**src/gpio_port_pkg.sv**
```systemverilog
package gpio_port_pkg;

  // Register byte offsets on the AXI4-Lite slave.
  localparam logic [7:0] OFS_DIR_OUT     = 8'h00;
  localparam logic [7:0] OFS_DIR_HW      = 8'h04;
  localparam logic [7:0] OFS_OUT_DATA    = 8'h08;
  localparam logic [7:0] OFS_IN_ENABLE   = 8'h0C;
  localparam logic [7:0] OFS_TRIG_LEVEL  = 8'h10;
  localparam logic [7:0] OFS_TRIG_BOTH   = 8'h14;
  localparam logic [7:0] OFS_TRIG_HIGH   = 8'h18;
  localparam logic [7:0] OFS_IRQ_MASK_OP = 8'h1C;
  localparam logic [7:0] OFS_IRQ_UNMASK  = 8'h20;
  localparam logic [7:0] OFS_IRQ_CLEAR   = 8'h24;
  localparam logic [7:0] OFS_IRQ_RAW     = 8'h28;
  localparam logic [7:0] OFS_IRQ_MASKED  = 8'h2C;
  localparam logic [7:0] OFS_IRQ_ENABLED = 8'h30;
  localparam logic [7:0] OFS_PIN_SELECT  = 8'h34;
  localparam logic [7:0] OFS_PIN_LEVEL   = 8'h38;

  // Field layout: the pin-select mask occupies the low byte.
  localparam int PIN_COUNT = 8;
  localparam int SEL_LSB   = 0;

  // Reset values.
  localparam logic [7:0] RST_DIR_OUT   = 8'h00;
  localparam logic [7:0] RST_DIR_HW    = 8'h00;
  localparam logic [7:0] RST_OUT_DATA  = 8'h00;
  localparam logic [7:0] RST_IN_ENABLE = 8'h00;
  localparam logic [7:0] RST_TRIG      = 8'h00;
  localparam logic [7:0] RST_IRQ_EN    = 8'h00;
  localparam logic [7:0] RST_SELECT    = 8'hFF;

  // AXI responses.
  localparam logic [1:0] RESP_OKAY   = 2'h0;
  localparam logic [1:0] RESP_SLVERR = 2'h2;

  // Pin direction modes.
  typedef enum logic [2:0] {
    DIR_SW_INPUT         = 3'b001,
    DIR_SW_OUTPUT        = 3'b010,
    dir_hardware_control = 3'b100
  } dir_mode_t;

endpackage

```
**src/gpio_port.sv**
```systemverilog
// The placing of the registers and the AXI4-Lite register port were decided locally.
`timescale 1ns/1ps
module gpio_port
  import gpio_port_pkg::*;
#(
  parameter int NPINS = PIN_COUNT
) (
  input  wire logic             aclk,
  input  wire logic             aresetn,
  input  wire logic [7:0]       s_axi_awaddr,
  input  wire logic             s_axi_awvalid,
  output logic                  s_axi_awready,
  input  wire logic [31:0]      s_axi_wdata,
  input  wire logic [3:0]       s_axi_wstrb,
  input  wire logic             s_axi_wvalid,
  output logic                  s_axi_wready,
  output logic      [1:0]       s_axi_bresp,
  output logic                  s_axi_bvalid,
  input  wire logic             s_axi_bready,
  input  wire logic [7:0]       s_axi_araddr,
  input  wire logic             s_axi_arvalid,
  output logic                  s_axi_arready,
  output logic      [31:0]      s_axi_rdata,
  output logic      [1:0]       s_axi_rresp,
  output logic                  s_axi_rvalid,
  input  wire logic             s_axi_rready,
  input  wire logic [NPINS-1:0] pin_in,
  output logic      [NPINS-1:0] pin_out,
  output logic      [NPINS-1:0] pin_oe,
  input  wire logic [NPINS-1:0] periph_out,
  input  wire logic [NPINS-1:0] periph_oe,
  output logic      [NPINS-1:0] periph_in,
  output logic                  irq
);

  // The register layout packs one bit per pin into the low byte only.
  if (NPINS != PIN_COUNT) begin : g_bad_npins
    $error("gpio_port supports exactly eight pins");
  end

  // Pin configuration, one bit per pin in the low byte.
  logic [7:0]  dir_out_reg, dir_out_next;
  logic [7:0]  dir_hw_reg, dir_hw_next;
  logic [7:0]  out_data_reg, out_data_next;
  logic [7:0]  in_en_reg, in_en_next;
  logic [7:0]  trig_level_reg, trig_level_next;
  logic [7:0]  trig_both_reg, trig_both_next;
  logic [7:0]  trig_high_reg, trig_high_next;
  logic [7:0]  irq_en_reg, irq_en_next;
  logic [7:0]  select_reg, select_next;
  logic [7:0]  clear_sel;
  logic [7:0]  pin_sync_lvl;
  logic [7:0]  pin_level;
  logic [7:0]  raw_status;
  logic [7:0]  masked_status;
  logic        irq_reg, irq_next;

  // Bus channel state; each write half keeps its own held flag.
  logic        aw_held_reg, aw_held_next;
  logic        w_held_reg, w_held_next;
  logic [7:0]  awaddr_reg, awaddr_next;
  logic [31:0] wdata_reg, wdata_next;
  logic        wlane0_reg, wlane0_next;
  logic        bvalid_reg, bvalid_next;
  logic [1:0]  bresp_reg, bresp_next;
  logic        rvalid_reg, rvalid_next;
  logic [1:0]  rresp_reg, rresp_next;
  logic [31:0] rdata_reg, rdata_next;
  logic        do_write;
  logic [7:0]  wr_addr;
  logic [7:0]  wr_byte;
  logic        wr_lane0;
  logic        wr_hit;
  logic        rd_hit;
  logic [31:0] rd_word;

  // Returns the direction mode a pin's two configuration bits give.
  function automatic dir_mode_t pin_mode(input logic hw, input logic out);
    if (hw) begin
      return dir_hardware_control;
    end else if (out) begin
      return DIR_SW_OUTPUT;
    end
    return DIR_SW_INPUT;
  endfunction

  // Zero-extends a pin byte into a bus word.
  function automatic logic [31:0] pin_word(input logic [7:0] bits);
    return {24'h000000, bits};
  endfunction

  // True for any mapped register offset.
  function automatic logic is_mapped(input logic [7:0] addr);
    case (addr)
      OFS_DIR_OUT, OFS_DIR_HW, OFS_OUT_DATA, OFS_IN_ENABLE, OFS_TRIG_LEVEL, OFS_TRIG_BOTH,
      OFS_TRIG_HIGH, OFS_IRQ_MASK_OP, OFS_IRQ_UNMASK, OFS_IRQ_CLEAR, OFS_IRQ_RAW,
      OFS_IRQ_MASKED, OFS_IRQ_ENABLED, OFS_PIN_SELECT, OFS_PIN_LEVEL: return 1'b1;
      default: return 1'b0;
    endcase
  endfunction

  // True for an aligned, mapped register address; anything else is refused.
  function automatic logic is_legal(input logic [7:0] addr);
    return is_mapped(addr) && addr[1:0] == 2'b00;
  endfunction

  pin_sync #(
    .WIDTH (8)
  ) u_sync (
    .aclk     (aclk),
    .aresetn  (aresetn),
    .async_in (pin_in),
    .sync_out (pin_sync_lvl)
  );

  // Input buffers stay off until software enables them, so disabled pins read low.
  assign pin_level = pin_sync_lvl & in_en_reg;

  irq_detect #(
    .WIDTH (8)
  ) u_detect (
    .aclk       (aclk),
    .aresetn    (aresetn),
    .level_in   (pin_level),
    .trig_level (trig_level_reg),
    .trig_both  (trig_both_reg),
    .trig_high  (trig_high_reg),
    .clear_sel  (clear_sel),
    .raw_status (raw_status)
  );

  // Masked status gates the raw events with the unmask state.
  assign masked_status = raw_status & irq_en_reg;
  assign irq           = irq_reg;

  // The line is registered so that it cannot glitch while status bits settle; it trails them by one edge.
  always_comb begin
    irq_next = |masked_status;
  end

  // Pad multiplexing: hardware mode hands pin i only to peripheral signal i, never another.
  always_comb begin
    for (int i = 0; i < 8; i++) begin
      case (pin_mode(dir_hw_reg[i], dir_out_reg[i]))
        dir_hardware_control: begin
          pin_out[i] = periph_out[i];
          pin_oe[i]  = periph_oe[i];
        end
        DIR_SW_OUTPUT: begin
          pin_out[i] = out_data_reg[i];
          pin_oe[i]  = 1'b1;
        end
        default: begin
          pin_out[i] = 1'b0;
          pin_oe[i]  = 1'b0;
        end
      endcase
    end
    // Peripheral inputs see only enabled pins that are under hardware control.
    periph_in = pin_level & dir_hw_reg;
  end

  // Write channel capture: address and data are taken in either order.
  assign s_axi_awready = !aw_held_reg && !bvalid_reg;
  assign s_axi_wready  = !w_held_reg && !bvalid_reg;
  assign s_axi_bvalid  = bvalid_reg;
  assign s_axi_bresp   = bresp_reg;
  assign s_axi_arready = !rvalid_reg;
  assign s_axi_rvalid  = rvalid_reg;
  assign s_axi_rresp   = rresp_reg;
  assign s_axi_rdata   = rdata_reg;

  always_comb begin
    aw_held_next = aw_held_reg;
    w_held_next  = w_held_reg;
    awaddr_next  = awaddr_reg;
    wdata_next   = wdata_reg;
    wlane0_next  = wlane0_reg;
    bvalid_next  = bvalid_reg;
    bresp_next   = bresp_reg;
    if (s_axi_awvalid && s_axi_awready) begin
      aw_held_next = 1'b1;
      awaddr_next  = s_axi_awaddr;
    end
    if (s_axi_wvalid && s_axi_wready) begin
      w_held_next = 1'b1;
      wdata_next  = s_axi_wdata;
      wlane0_next = s_axi_wstrb[0];
    end
    // The response waits until both halves are held, so a lone address never writes.
    if (aw_held_reg && w_held_reg) begin
      aw_held_next = 1'b0;
      w_held_next  = 1'b0;
      bvalid_next  = 1'b1;
      bresp_next   = is_legal(awaddr_reg) ? RESP_OKAY : RESP_SLVERR;
    end else if (bvalid_reg && s_axi_bready) begin
      bvalid_next = 1'b0;
    end
  end

  // A write lands only with lane zero enabled, since that lane carries the whole pin byte.
  assign do_write = aw_held_reg && w_held_reg;
  assign wr_addr  = awaddr_reg;
  assign wr_byte  = wdata_reg[SEL_LSB +: 8];
  assign wr_lane0 = wlane0_reg;
  assign wr_hit   = do_write && wr_lane0;

  // Register file; the mask, unmask and clear offsets act only on the pins whose bits are set in the written byte.
  always_comb begin
    dir_out_next    = dir_out_reg;
    dir_hw_next     = dir_hw_reg;
    out_data_next   = out_data_reg;
    in_en_next      = in_en_reg;
    trig_level_next = trig_level_reg;
    trig_both_next  = trig_both_reg;
    trig_high_next  = trig_high_reg;
    irq_en_next     = irq_en_reg;
    select_next     = select_reg;
    clear_sel       = 8'h00;
    if (wr_hit) begin
      case (wr_addr)
        OFS_DIR_OUT:     dir_out_next = wr_byte;
        OFS_DIR_HW:      dir_hw_next = wr_byte;
        OFS_OUT_DATA:    out_data_next = wr_byte;
        OFS_IN_ENABLE:   in_en_next = wr_byte;
        OFS_TRIG_LEVEL:  trig_level_next = wr_byte;
        OFS_TRIG_BOTH:   trig_both_next = wr_byte;
        OFS_TRIG_HIGH:   trig_high_next = wr_byte;
        OFS_IRQ_MASK_OP: irq_en_next = irq_en_reg & ~wr_byte;
        OFS_IRQ_UNMASK:  irq_en_next = irq_en_reg | wr_byte;
        OFS_IRQ_CLEAR:   clear_sel = wr_byte;
        OFS_PIN_SELECT:  select_next = wr_byte;
        default:         clear_sel = 8'h00;
      endcase
    end
  end

  // Read path: one cycle from address acceptance to rvalid.
  always_comb begin
    rd_hit  = is_legal(s_axi_araddr);
    rd_word = 32'h00000000;
    case (s_axi_araddr)
      OFS_DIR_OUT:     rd_word = pin_word(dir_out_reg);
      OFS_DIR_HW:      rd_word = pin_word(dir_hw_reg);
      OFS_OUT_DATA:    rd_word = pin_word(out_data_reg);
      OFS_IN_ENABLE:   rd_word = pin_word(in_en_reg);
      OFS_TRIG_LEVEL:  rd_word = pin_word(trig_level_reg);
      OFS_TRIG_BOTH:   rd_word = pin_word(trig_both_reg);
      OFS_TRIG_HIGH:   rd_word = pin_word(trig_high_reg);
      OFS_IRQ_RAW:     rd_word = pin_word(raw_status);
      OFS_IRQ_MASKED:  rd_word = pin_word(masked_status);
      OFS_IRQ_ENABLED: rd_word = pin_word(irq_en_reg);
      OFS_PIN_SELECT:  rd_word = pin_word(select_reg);
      OFS_PIN_LEVEL:   rd_word = pin_word(pin_level & select_reg);
      default:         rd_word = 32'h00000000;
    endcase
    // A new answer is loaded only after the previous one has been taken.
    rvalid_next = rvalid_reg;
    rresp_next  = rresp_reg;
    rdata_next  = rdata_reg;
    if (s_axi_arvalid && s_axi_arready) begin
      rvalid_next = 1'b1;
      rresp_next  = rd_hit ? RESP_OKAY : RESP_SLVERR;
      rdata_next  = rd_word;
    end else if (rvalid_reg && s_axi_rready) begin
      rvalid_next = 1'b0;
    end
  end

  // Configuration and interrupt line; reset leaves every pad undriven and the line quiet.
  always_ff @(posedge aclk) begin
    if (!aresetn) begin
      dir_out_reg    <= RST_DIR_OUT;
      dir_hw_reg     <= RST_DIR_HW;
      out_data_reg   <= RST_OUT_DATA;
      in_en_reg      <= RST_IN_ENABLE;
      trig_level_reg <= RST_TRIG;
      trig_both_reg  <= RST_TRIG;
      trig_high_reg  <= RST_TRIG;
      irq_en_reg     <= RST_IRQ_EN;
      select_reg     <= RST_SELECT;
      irq_reg        <= 1'b0;
    end else begin
      dir_out_reg    <= dir_out_next;
      dir_hw_reg     <= dir_hw_next;
      out_data_reg   <= out_data_next;
      in_en_reg      <= in_en_next;
      trig_level_reg <= trig_level_next;
      trig_both_reg  <= trig_both_next;
      trig_high_reg  <= trig_high_next;
      irq_en_reg     <= irq_en_next;
      select_reg     <= select_next;
      irq_reg        <= irq_next;
    end
  end

  // Write channel state.
  always_ff @(posedge aclk) begin
    if (!aresetn) begin
      aw_held_reg    <= 1'b0;
      w_held_reg     <= 1'b0;
      awaddr_reg     <= 8'h00;
      wdata_reg      <= 32'h00000000;
      wlane0_reg     <= 1'b0;
      bvalid_reg     <= 1'b0;
      bresp_reg      <= RESP_OKAY;
    end else begin
      aw_held_reg    <= aw_held_next;
      w_held_reg     <= w_held_next;
      awaddr_reg     <= awaddr_next;
      wdata_reg      <= wdata_next;
      wlane0_reg     <= wlane0_next;
      bvalid_reg     <= bvalid_next;
      bresp_reg      <= bresp_next;
    end
  end

  // Read channel state.
  always_ff @(posedge aclk) begin
    if (!aresetn) begin
      rvalid_reg     <= 1'b0;
      rresp_reg      <= RESP_OKAY;
      rdata_reg      <= 32'h00000000;
    end else begin
      rvalid_reg     <= rvalid_next;
      rresp_reg      <= rresp_next;
      rdata_reg      <= rdata_next;
    end
  end

endmodule // gpio_port

```
**src/pin_sync.sv**
```systemverilog
`timescale 1ns/1ps
// Two-flop synchroniser for the pad inputs.
module pin_sync
  import gpio_port_pkg::*;
#(
  parameter int WIDTH = 8
) (
  input  wire logic             aclk,
  input  wire logic             aresetn,
  input  wire logic [WIDTH-1:0] async_in,
  output logic      [WIDTH-1:0] sync_out
);

  logic [WIDTH-1:0] stage1_reg;
  logic [WIDTH-1:0] stage2_reg;

  // Only the second stage is read; the first may be metastable.
  always_ff @(posedge aclk) begin
    if (!aresetn) begin
      stage1_reg <= '0;
      stage2_reg <= '0;
    end else begin
      stage1_reg <= async_in;
      stage2_reg <= stage1_reg;
    end
  end

  assign sync_out = stage2_reg;

endmodule // pin_sync

```
**src/irq_detect.sv**
```systemverilog
`timescale 1ns/1ps
// Per-pin interrupt detector with five trigger kinds.
module irq_detect
  import gpio_port_pkg::*;
#(
  parameter int WIDTH = 8
) (
  input  wire logic             aclk,
  input  wire logic             aresetn,
  input  wire logic [WIDTH-1:0] level_in,
  input  wire logic [WIDTH-1:0] trig_level,
  input  wire logic [WIDTH-1:0] trig_both,
  input  wire logic [WIDTH-1:0] trig_high,
  input  wire logic [WIDTH-1:0] clear_sel,
  output logic      [WIDTH-1:0] raw_status
);

  logic [WIDTH-1:0] prev_reg;
  logic [WIDTH-1:0] prev_next;
  logic [WIDTH-1:0] raw_reg;
  logic [WIDTH-1:0] raw_next;
  logic [WIDTH-1:0] event_hit;

  // Edge and level events; a new event wins over a same-cycle clear.
  always_comb begin
    prev_next = level_in;
    for (int i = 0; i < WIDTH; i++) begin
      if (trig_level[i]) begin
        event_hit[i] = (level_in[i] == trig_high[i]);
      end else if (trig_both[i]) begin
        event_hit[i] = level_in[i] ^ prev_reg[i];
      end else if (trig_high[i]) begin
        event_hit[i] = level_in[i] & ~prev_reg[i];
      end else begin
        event_hit[i] = ~level_in[i] & prev_reg[i];
      end
    end
    raw_next = (raw_reg & ~clear_sel) | event_hit;
  end

  always_ff @(posedge aclk) begin
    if (!aresetn) begin
      prev_reg <= '0;
      raw_reg  <= '0;
    end else begin
      prev_reg <= prev_next;
      raw_reg  <= raw_next;
    end
  end

  assign raw_status = raw_reg;

endmodule // irq_detect

```
**config.mk**
```make
export PLATFORM = sky130hd
export DESIGN_NAME = gpio_port
export DESIGN_NICKNAME = d
export VERILOG_FILES = /design/src/gpio_port_pkg.sv /design/src/gpio_port.sv /design/src/pin_sync.sv /design/src/irq_detect.sv
export SDC_FILE = /design/constraint.sdc
export NUM_CORES = 1
export LEC_CHECK = 0
export ABC_AREA = 1
export BUFFER_PORTS_ARGS = -buffer_cell sky130_fd_sc_hd__clkbuf_2
export CELL_PAD_IN_SITES_DETAIL_PLACEMENT = 0
export CELL_PAD_IN_SITES_GLOBAL_PLACEMENT = 1
export CORE_UTILIZATION = 35
export CTS_CLUSTER_SIZE = 14
export DETAILED_ROUTE_END_ITERATION = 8
export GPL_TIMING_DRIVEN = 0
export PLACE_DENSITY_LB_ADDON = 0.1
export RECOVER_POWER = 50
export SLEW_MARGIN = 0
export SYNTH_ARGS = -nofsm -noshare
export SYNTH_HDL_FRONTEND = slang
export SYNTH_HIERARCHICAL = 1
export SYNTH_SLANG_ARGS = --single-unit
export TNS_END_PERCENT = 10
```
**constraint.sdc**
```tcl
create_clock -name aclk -period 1.29 [get_ports aclk]
set_input_delay 0.3225 -clock aclk [delete_from_list [all_inputs] [get_ports aclk]]
set_output_delay 0.3225 -clock aclk [all_outputs]
set_load 0.005 [all_outputs]
```
## Yosys cells after proc, flatten, opt, wreduce, memory -nomap -nowiden

Memory sizes are Yosys's and may differ from the RTL's. A register that Yosys moved wholly into a read port is not among the register bits.
Index checks and enable logic that the tools add are counted.

| cells by class | value |
|---|---|
| muxes and demuxes | 95 |
| equal/unequal tests | 45 |
| bitwise logic cells | 51 |
| reductions and logical operators | 35 |

Operators with widths:

| operator | number |
|---|---|
| one-hot mux 8 bit (12 select lines) | 1 |
| two-way mux 3 bit | 24 |
| == test 8 x 6 -> 1 bit (second input constant) | 8 |
| == test 8 x 5 -> 1 bit (second input constant) | 7 |
| AND 8 bit | 6 |
| two-way mux 1 bit | 47 |
| == test 8 x 4 -> 1 bit (second input constant) | 4 |
| one-hot mux 1 bit (2 select lines) | 16 |
| == test 3 x 2 -> 1 bit (second input constant) | 8 |
| == test 3 bit (second input constant) | 8 |
| AND reduction 2 bit | 9 |
| inverter 1 bit | 17 |
| AND 1 bit | 16 |
| == test 8 x 3 -> 1 bit (second input constant) | 2 |
| zero test 8 bit | 2 |
| two-way mux 8 bit | 2 |
| inverter 8 bit | 2 |
| OR 8 bit | 2 |
| one-hot mux 8 bit (2 select lines) | 1 |
| two-way mux 6 bit | 2 |
| logical AND 1 bit | 11 |
| == test 1 bit | 8 |
| zero test 2 bit | 4 |
| OR reduction 8 bit | 1 |
| 5 further kinds | 18 |

| word-level totals | value |
|---|---|
| input bits | 83 |
| bits in read-only memories | 128 |
| memories kept | 2 |
| bits in registers | 162 |
| output and inout bits | 66 |

Memories:

| memory | words | bits a word | read ports | clocked after memory_dff | write ports | line | source |
|---|---|---|---|---|---|---|---|
| (name not given) | 64 | 1 | 1 | 0 | 0 | gpio_port.sv:94 | `case (addr)` |
| (name not given) | 64 | 1 | 1 | 1 | 0 | gpio_port.sv:94 |  |

## Depth between registers and ports, before layout

Gate-level depths: netlist (run 1).

| depth | value |
|---|---|
| depth in word-level cells | 7 |
| gate-level depth with buffers | 10 |

## Modules after synthesis

The synthesis (run 1) kept the hierarchy.

By module, submodules not included:

| module | cells an instance | instances | area an instance (µm²) | sequential area each (µm²) |
|---|---|---|---|---|
| gpio_port | 797 | 1 | 5486.5 | 2102.0 |
| irq_detect | 202 | 1 | 1202.4 | 320.3 |
| pin_sync | 50 | 1 | 484.2 | 320.3 |

## Least setup slack after synthesis (run 1)

OpenSTA, ideal clock, no wires.

| timing path | value |
|---|---|
| path kind | reg2reg |
| start point | register awaddr_reg[7] |
| end point | register with a tool-made name |
| arrival time | 1282 ps |
| cell stages (with the launch flop) | 10 |
| library setup time | 115 ps |
| required time | 1175 ps |
| slack | -107 ps |
| cell sequence | dfxtp_1 -> nor2_4 -> inv_2 -> nor3_4 -> nand2_4 -> o21ai_4 -> buf_6 -> nand3_1 -> nand2_1 -> nor2_1 |

RTL lines:

| element | line | source |
|---|---|---|
| start, declared | gpio_port.sv:61 | `logic [7:0] awaddr_reg, awaddr_next;` |
| start signal, assigned | gpio_port.sv:310 | `awaddr_reg <= awaddr_next;` |

==> results of run 1 <==
final cells by class:
class / instances / share of cell area, %
Multi-Input combinational cell: 732 / 40.7
Inverter: 139 / 5.72
Buffer: 66 / 5.61
Timing Repair Buffer: 128 / 8.71
Clock inverter: 11 / 1.30
Clock buffer: 20 / 4.80
Tap cell: 270 / 3.55
Sequential cell: 137 / 29.6
worst max-delay path: stages, from the launching register on:
cell,delay [ns]
dfxtp_2,0.31
inv_2,0.07
nand2_4,0.07
buf_12,0.13
nor3_4,0.21
nand2_4,0.10
o21ai_4,0.23
buf_6,0.16
nand3_1,0.07
nand2_1,0.06
nor2_1,0.05
cell usage after synthesis, types with 11 or more instances:
cell type  number  area (sq um)
nand2_1       231           867
dfxtp_1       137          2740
inv_1         125           469
nor2_1        124           465
nand3_1       118           591
a21oi_1        73           365
o21ai_0        51           255
buf_4          33           248
ha_1           16           200
buf_2          15          75.1
clkbuf_1       14          52.6
a211oi_1       13          97.6
nor3_1         11          55.1
path summary, 6_finish.rpt:
check | endpoint | slack [ns] | depth (start not counted)
setup reg to reg | register | -0.28 | 10
hold / removal | u_sync/stage1_reg[7] | 0.08 | 3
hold reg to reg | u_sync/sync_out[5] | 0.41 | 2
setup / recovery | register | -0.28 | 10
timing repair:
| item | in CTS | in global routing |
|---|---|---|
| buffers inserted | 15 | 13 |
| endpoints found under the setup margin | 133 | 133 |
| cloned | 1 | 5 |
| pin swaps | 36 | 19 |
| resized for setup | 96 | 138 |
kinds of logic after synthesis:
kind of cell,Yosys count,share of synthesized area (%)
AND/OR/NAND/NOR,524,32.5
other,1,0.0523
flip-flops,137,38.2
buffers and inverters,205,13.3
AO/OA/AOI/OAI,166,13.2
adder cells (fa/ha/maj),16,2.79
routing by layer:
| layer | routed length (um) | up-vias | GRT usage (%) |
|---|---|---|---|
| met4 | 333 | 0 | 5.58 |
| met2 | 10800 | 209 | 36.1 |
| met1 | 11100 | 3163 | 30.4 |
| li1 | - | 3658 | - |
| met5 | 0 | - | 0 |
| met3 | 1350 | 22 | 3.87 |
per-stage QoR:
| step | TNS (ns) | worst slack (ns) | power (uW) |
|---|---|---|---|
| 2_1_floorplan | -1.55 | -0.100 | 5000 |
| 3_3_place_gp | -37.56 | -0.688 | 5330 |
| 3_5_place_dp | -37.44 | -0.669 | 5330 |
| 4_1_cts | -19.33 | -0.266 | 10300 |
| 5_1_grt | -24.68 | -0.393 | 10600 |
| 6_report | -15.85 | -0.279 | 10300 |
power groups by stage:
| stage | Combinational, uW | Sequential [uW] | Clock [uW] |
|---|---|---|---|
| after floorplan | 523 | 4480 | 0 |
| after global placement | 838 | 4490 | 0 |
| after detailed placement | 837 | 4490 | 0 |
| after CTS | 931 | 4410 | 4910 |
| after global routing | 1110 | 4410 | 5110 |
| final | 1020 | 4400 | 4850 |
==> flow_metrics.tcl, run 1 <==
set metrics [dict create \
    final_area_sq_um 9510 \
    core_area_sq_um 20200 \
    drv_slew 0 \
    die_x_um 145 \
    synthFlopType "dfxtp_1" \
    wl_per_cell_um 15.7 \
    r2r-start "awaddr_reg[0]" \
    cts-hold-fix-buffers 0 \
    cp.arrival_ns 1.88 \
    routed_wl_um 23500 \
    grt_pass1_wl_um 35500 \
    fp.dieH_um 145 \
    rsz0062_at_grt "yes" \
    netlist_area_sq_um 7170 \
    endpoint_kind "register" \
    synth_edf_count 0 \
    timing.fmax_mhz 637 \
    setup.worst_path.start_class "register" \
    power.share.sequential_pct 42.8 \
    finalClockSkew_ns 0.00830 \
    num_vias 7052 \
    io_pins 149 \
    via_per_inst 4.69 \
    p_clk_share_pct 47.2 \
    cts_tree "done" \
    clk_pin_slew_ns 0.06 \
    fin_crit_sh_pct 122 \
    antenna_cells 0 \
    ant_nets 0 \
    drive_gt1_share_pct 28.5 \
    setup_violations 109 \
    finalNetCount 1320 \
    rows 52 \
    dr.pass1.iters 5 \
    crit_type "reg2reg" \
    ir_drop_mv 0.848 \
    drcViolationCount 0 \
    power_switching_uw 2650 \
    gr-usage-all-layers_pct 22.2 \
    startpoint "awaddr_reg[0]" \
    p_comb_share_pct 10.0 \
    synth_cells 1049 \
    synth_async_sr_flop_share_pct 0 \
    drtIter0Drc 502 \
    ys_seq_elements 137 \
    yosys_warnings 6 \
    grt_start_max_net_pins 17 \
    ys_seq_area_share_pct 38.2 \
    maxSlewHeadroom_pct 41.8 \
    dp.cells 1438 \
    seq_area_sq_um 2810 \
    clk_latency_ns 0.42 \
    h-tree-depth 4 \
    root_buffer "clkbuf_16" \
    grt_antenna_before_repair 0 \
    crit_fanout 6 \
    clock-sinks 137 \
    timing.hold.ws_ns 0.0798 \
    violations "negative setup slack" \
    cap_viol_max_count 0 \
    dp_hpwl_um 17300 \
    hold_path.class "in2reg" \
    dpl-instance-area_sq_um 8080 \
    swShare_pct 25.8 \
    critPathRequiredTime_ns 1.60 \
    final_util_pct 47.1 \
    dieArea_sq_um 21100 \
    numCtsBuffers 17 \
    overflow 0 \
    multi_input_area_sq_um 3870 \
    gp_congestion 0.832 \
    io_buffers 94 \
    tightest_slew_ns 0.873 \
    leakagePower_uw 0.00481 \
    clock_path_buffers 2 \
    layout-area-overhead-vs-synth_pct 32.6 \
    grt_pass1_vias 6262 \
    outcome "finished with violations" \
    cellInternalPower_uw 7620 \
    final_common_cell "nand2_1" \
    ys_types 38 \
    setup_slack_ns -0.279 \
    min_from "pin_in[7]" \
    instances_no_fill 1503 \
    avgSynthCellArea_sq_um 6.84 \
    hold_violations 0 \
    fillers 2144 \
    period_needed_ns 1.57 \
    start_util_pct 35.6 \
    final_cell_mix "221 x nand2_1, 111 x inv_1, 110 x nand3_1" \
    p_per_area_nw_per_um2 1080 \
]
Power figures use the tool's default switching activity.
==> run 2, diff against run 1 <==
CORE_UTILIZATION = 39   (was 35)
clock period = 1.8 ns   (was 1.29 ns; I/O delays follow)
==> run 2 against run 1 <==
Compared with the run above:
- the run now ends clean
- die area down 10%
- highest routed layer unchanged
- register-to-register slack better by 0.35 ns
- sequential power down 28%
- hold slack better by 0.12 ns
- clock-buffer cell count down 2
==> flow_metrics.tcl, run 2 (same netlist as run 1, synthesis figures left out) <==
set metrics [dict create \
    grt_start_max_net_pins 17 \
    endpoint_kind "output port" \
    drive_gt1_share_pct 18.4 \
    fin_tns_setup_ns 0 \
    r2r-start "awaddr_reg[6]" \
    io_buffers 94 \
    wl_per_cell_um 15.5 \
    p_per_area_nw_per_um2 879 \
    fp.dieH_um 138 \
    cts_tree "done" \
    drtIter0Drc 489 \
    path_depth 3 \
    root_buffer "clkbuf_16" \
    die_x_um 138 \
    core_area_sq_um 18000 \
    dr.pass1.iters 5 \
    cp.arrival_ns 1.33 \
    power_switching_uw 1850 \
    reg2reg_depth 11 \
    critPathRequiredTime_ns 1.35 \
    final_cell_mix "231 x nand2_1, 136 x dfxtp_1, 124 x nor2_1, 124 x inv_1, 118 x nand3_1" \
    hold_violations 0 \
    ant_nets 0 \
    seq_area_sq_um 2740 \
    grt_pass1_wl_um 34000 \
    cap_viol_max_count 0 \
    dp.cells 1397 \
    h-tree-depth 4 \
    hold_path.class "in2reg" \
    setup.worst_path.start_class "register" \
    rsz0062_at_grt "yes" \
    period_needed_ns 1.78 \
    gr-usage-all-layers_pct 24.6 \
    ir_drop_mv 0.665 \
    p_clk_share_pct 51.0 \
    crit_fanout 3 \
    finalNetCount 1294 \
    antenna_cells 0 \
    startpoint "u_sync/sync_out[5]" \
    crit_type "reg2out" \
    crit_path_max_incr_delay_ns 0.42 \
    critPathSlowestCell "dfxtp_1" \
    critPathBufInv 1 \
    via_per_inst 4.90 \
    maxSlewHeadroom_pct 50.0 \
    swShare_pct 23.9 \
    power.share.sequential_pct 40.8 \
    outcome "finished clean" \
    whs_path_depth 3 \
    finalClockSkew_ns 0.00987 \
    numCtsBuffers 17 \
    tightest_slew_ns 0.750 \
    drv_slew 0 \
    fillers 1898 \
    crit_family "flip-flops" \
    routed_wl_um 22300 \
    dieArea_sq_um 18900 \
    rows 49 \
    io_pins 149 \
    timing.fmax_mhz 562 \
    clk_latency_ns 0.43 \
    multi_input_area_sq_um 3650 \
    instances_no_fill 1435 \
    grt_pass1_vias 6080 \
    dp_hpwl_um 16700 \
    clock_path_buffers 2 \
    num_vias 7032 \
    final_common_cell "nand2_1" \
    grt_antenna_before_repair 0 \
    gp_congestion 0.860 \
    total_power_uw 7740 \
    p_comb_share_pct 8.2 \
    setup_violations 0 \
    drcViolationCount 0 \
    leakagePower_uw 0.00443 \
    path_cells "nand2_1, nor2_1, clkbuf_2" \
    fin_crit_sh_pct 98.8 \
    cellInternalPower_uw 5890 \
    clk_pin_slew_ns 0.06 \
    overflow 0 \
    min_from "pin_in[0]" \
    start_util_pct 39.8 \
    layout-area-overhead-vs-synth_pct 22.7 \
    clock-sinks 137 \
]
[run 2: area by class of cell]
class / count / area share, %
inverter: 139 / 5.97
clock inverter: 12 / 2.56
multi-input combinational: 732 / 41.4
sequential: 137 / 31.2
tap: 229 / 3.26
timing repair buffer: 102 / 6.10
buffer: 66 / 4.65
clock buffer: 18 / 4.88
[run 2: metrics by stage]
step / hold slack (ns) / setup WS, ns / utilization [%] / cell area [sq um]
final: 0.198 / 0.0209 / 48.8 / 8800
after global routing: 0.194 / -0.0652 / 48.8 / 8800
after detailed placement: 0.405 / -0.257 / 44.5 / 8020
after CTS: 0.186 / 0.0154 / 48.1 / 8680
after global placement: 0.402 / -0.247 / 44.5 / 8020
after floorplan: 0.390 / 0.347 / - / 7270
[run 2: worst min-delay path, stage by stage]
cell and delay (ns):
clkbuf_2 0.07, nand2_1 0.04, inv_1 0.04
[run 2: path summary, 6_finish.rpt]
check,to,slack (ns)
worst max-delay path,periph_in[5],0.02
worst min-delay path,u_sync/stage1_reg[0],0.20
worst max register to register,u_detect/raw_status[1],0.07
worst min register to register,u_sync/sync_out[5],0.41
[run 2: power by group through the flow]
stage | sequential (uW) | combinational, uW | clock [uW]
2_1_floorplan | 3210 | 375 | 0
3_3_place_gp | 3220 | 593 | 0
3_5_place_dp | 3220 | 592 | 0
4_1_cts | 3150 | 595 | 3990
5_1_grt | 3160 | 705 | 4130
6_report | 3160 | 632 | 3950
[run 2: repair_timing]
action,4_1_cts,5_1_grt
endpoints found under the setup margin,0,20
setup buffers,0,7
gates resized for setup,0,21
hold buffers,0,0
[run 2: routing by layer]
metal / routed length [um] / vias to the layer above / GRT usage, %
met5: 0 / - / 0
li1: - / 3589 / -
met1: 10600 / 3173 / 33.6
met4: 546 / 0 / 10.1
met3: 1320 / 36 / 4.89
met2: 9820 / 234 / 37.7
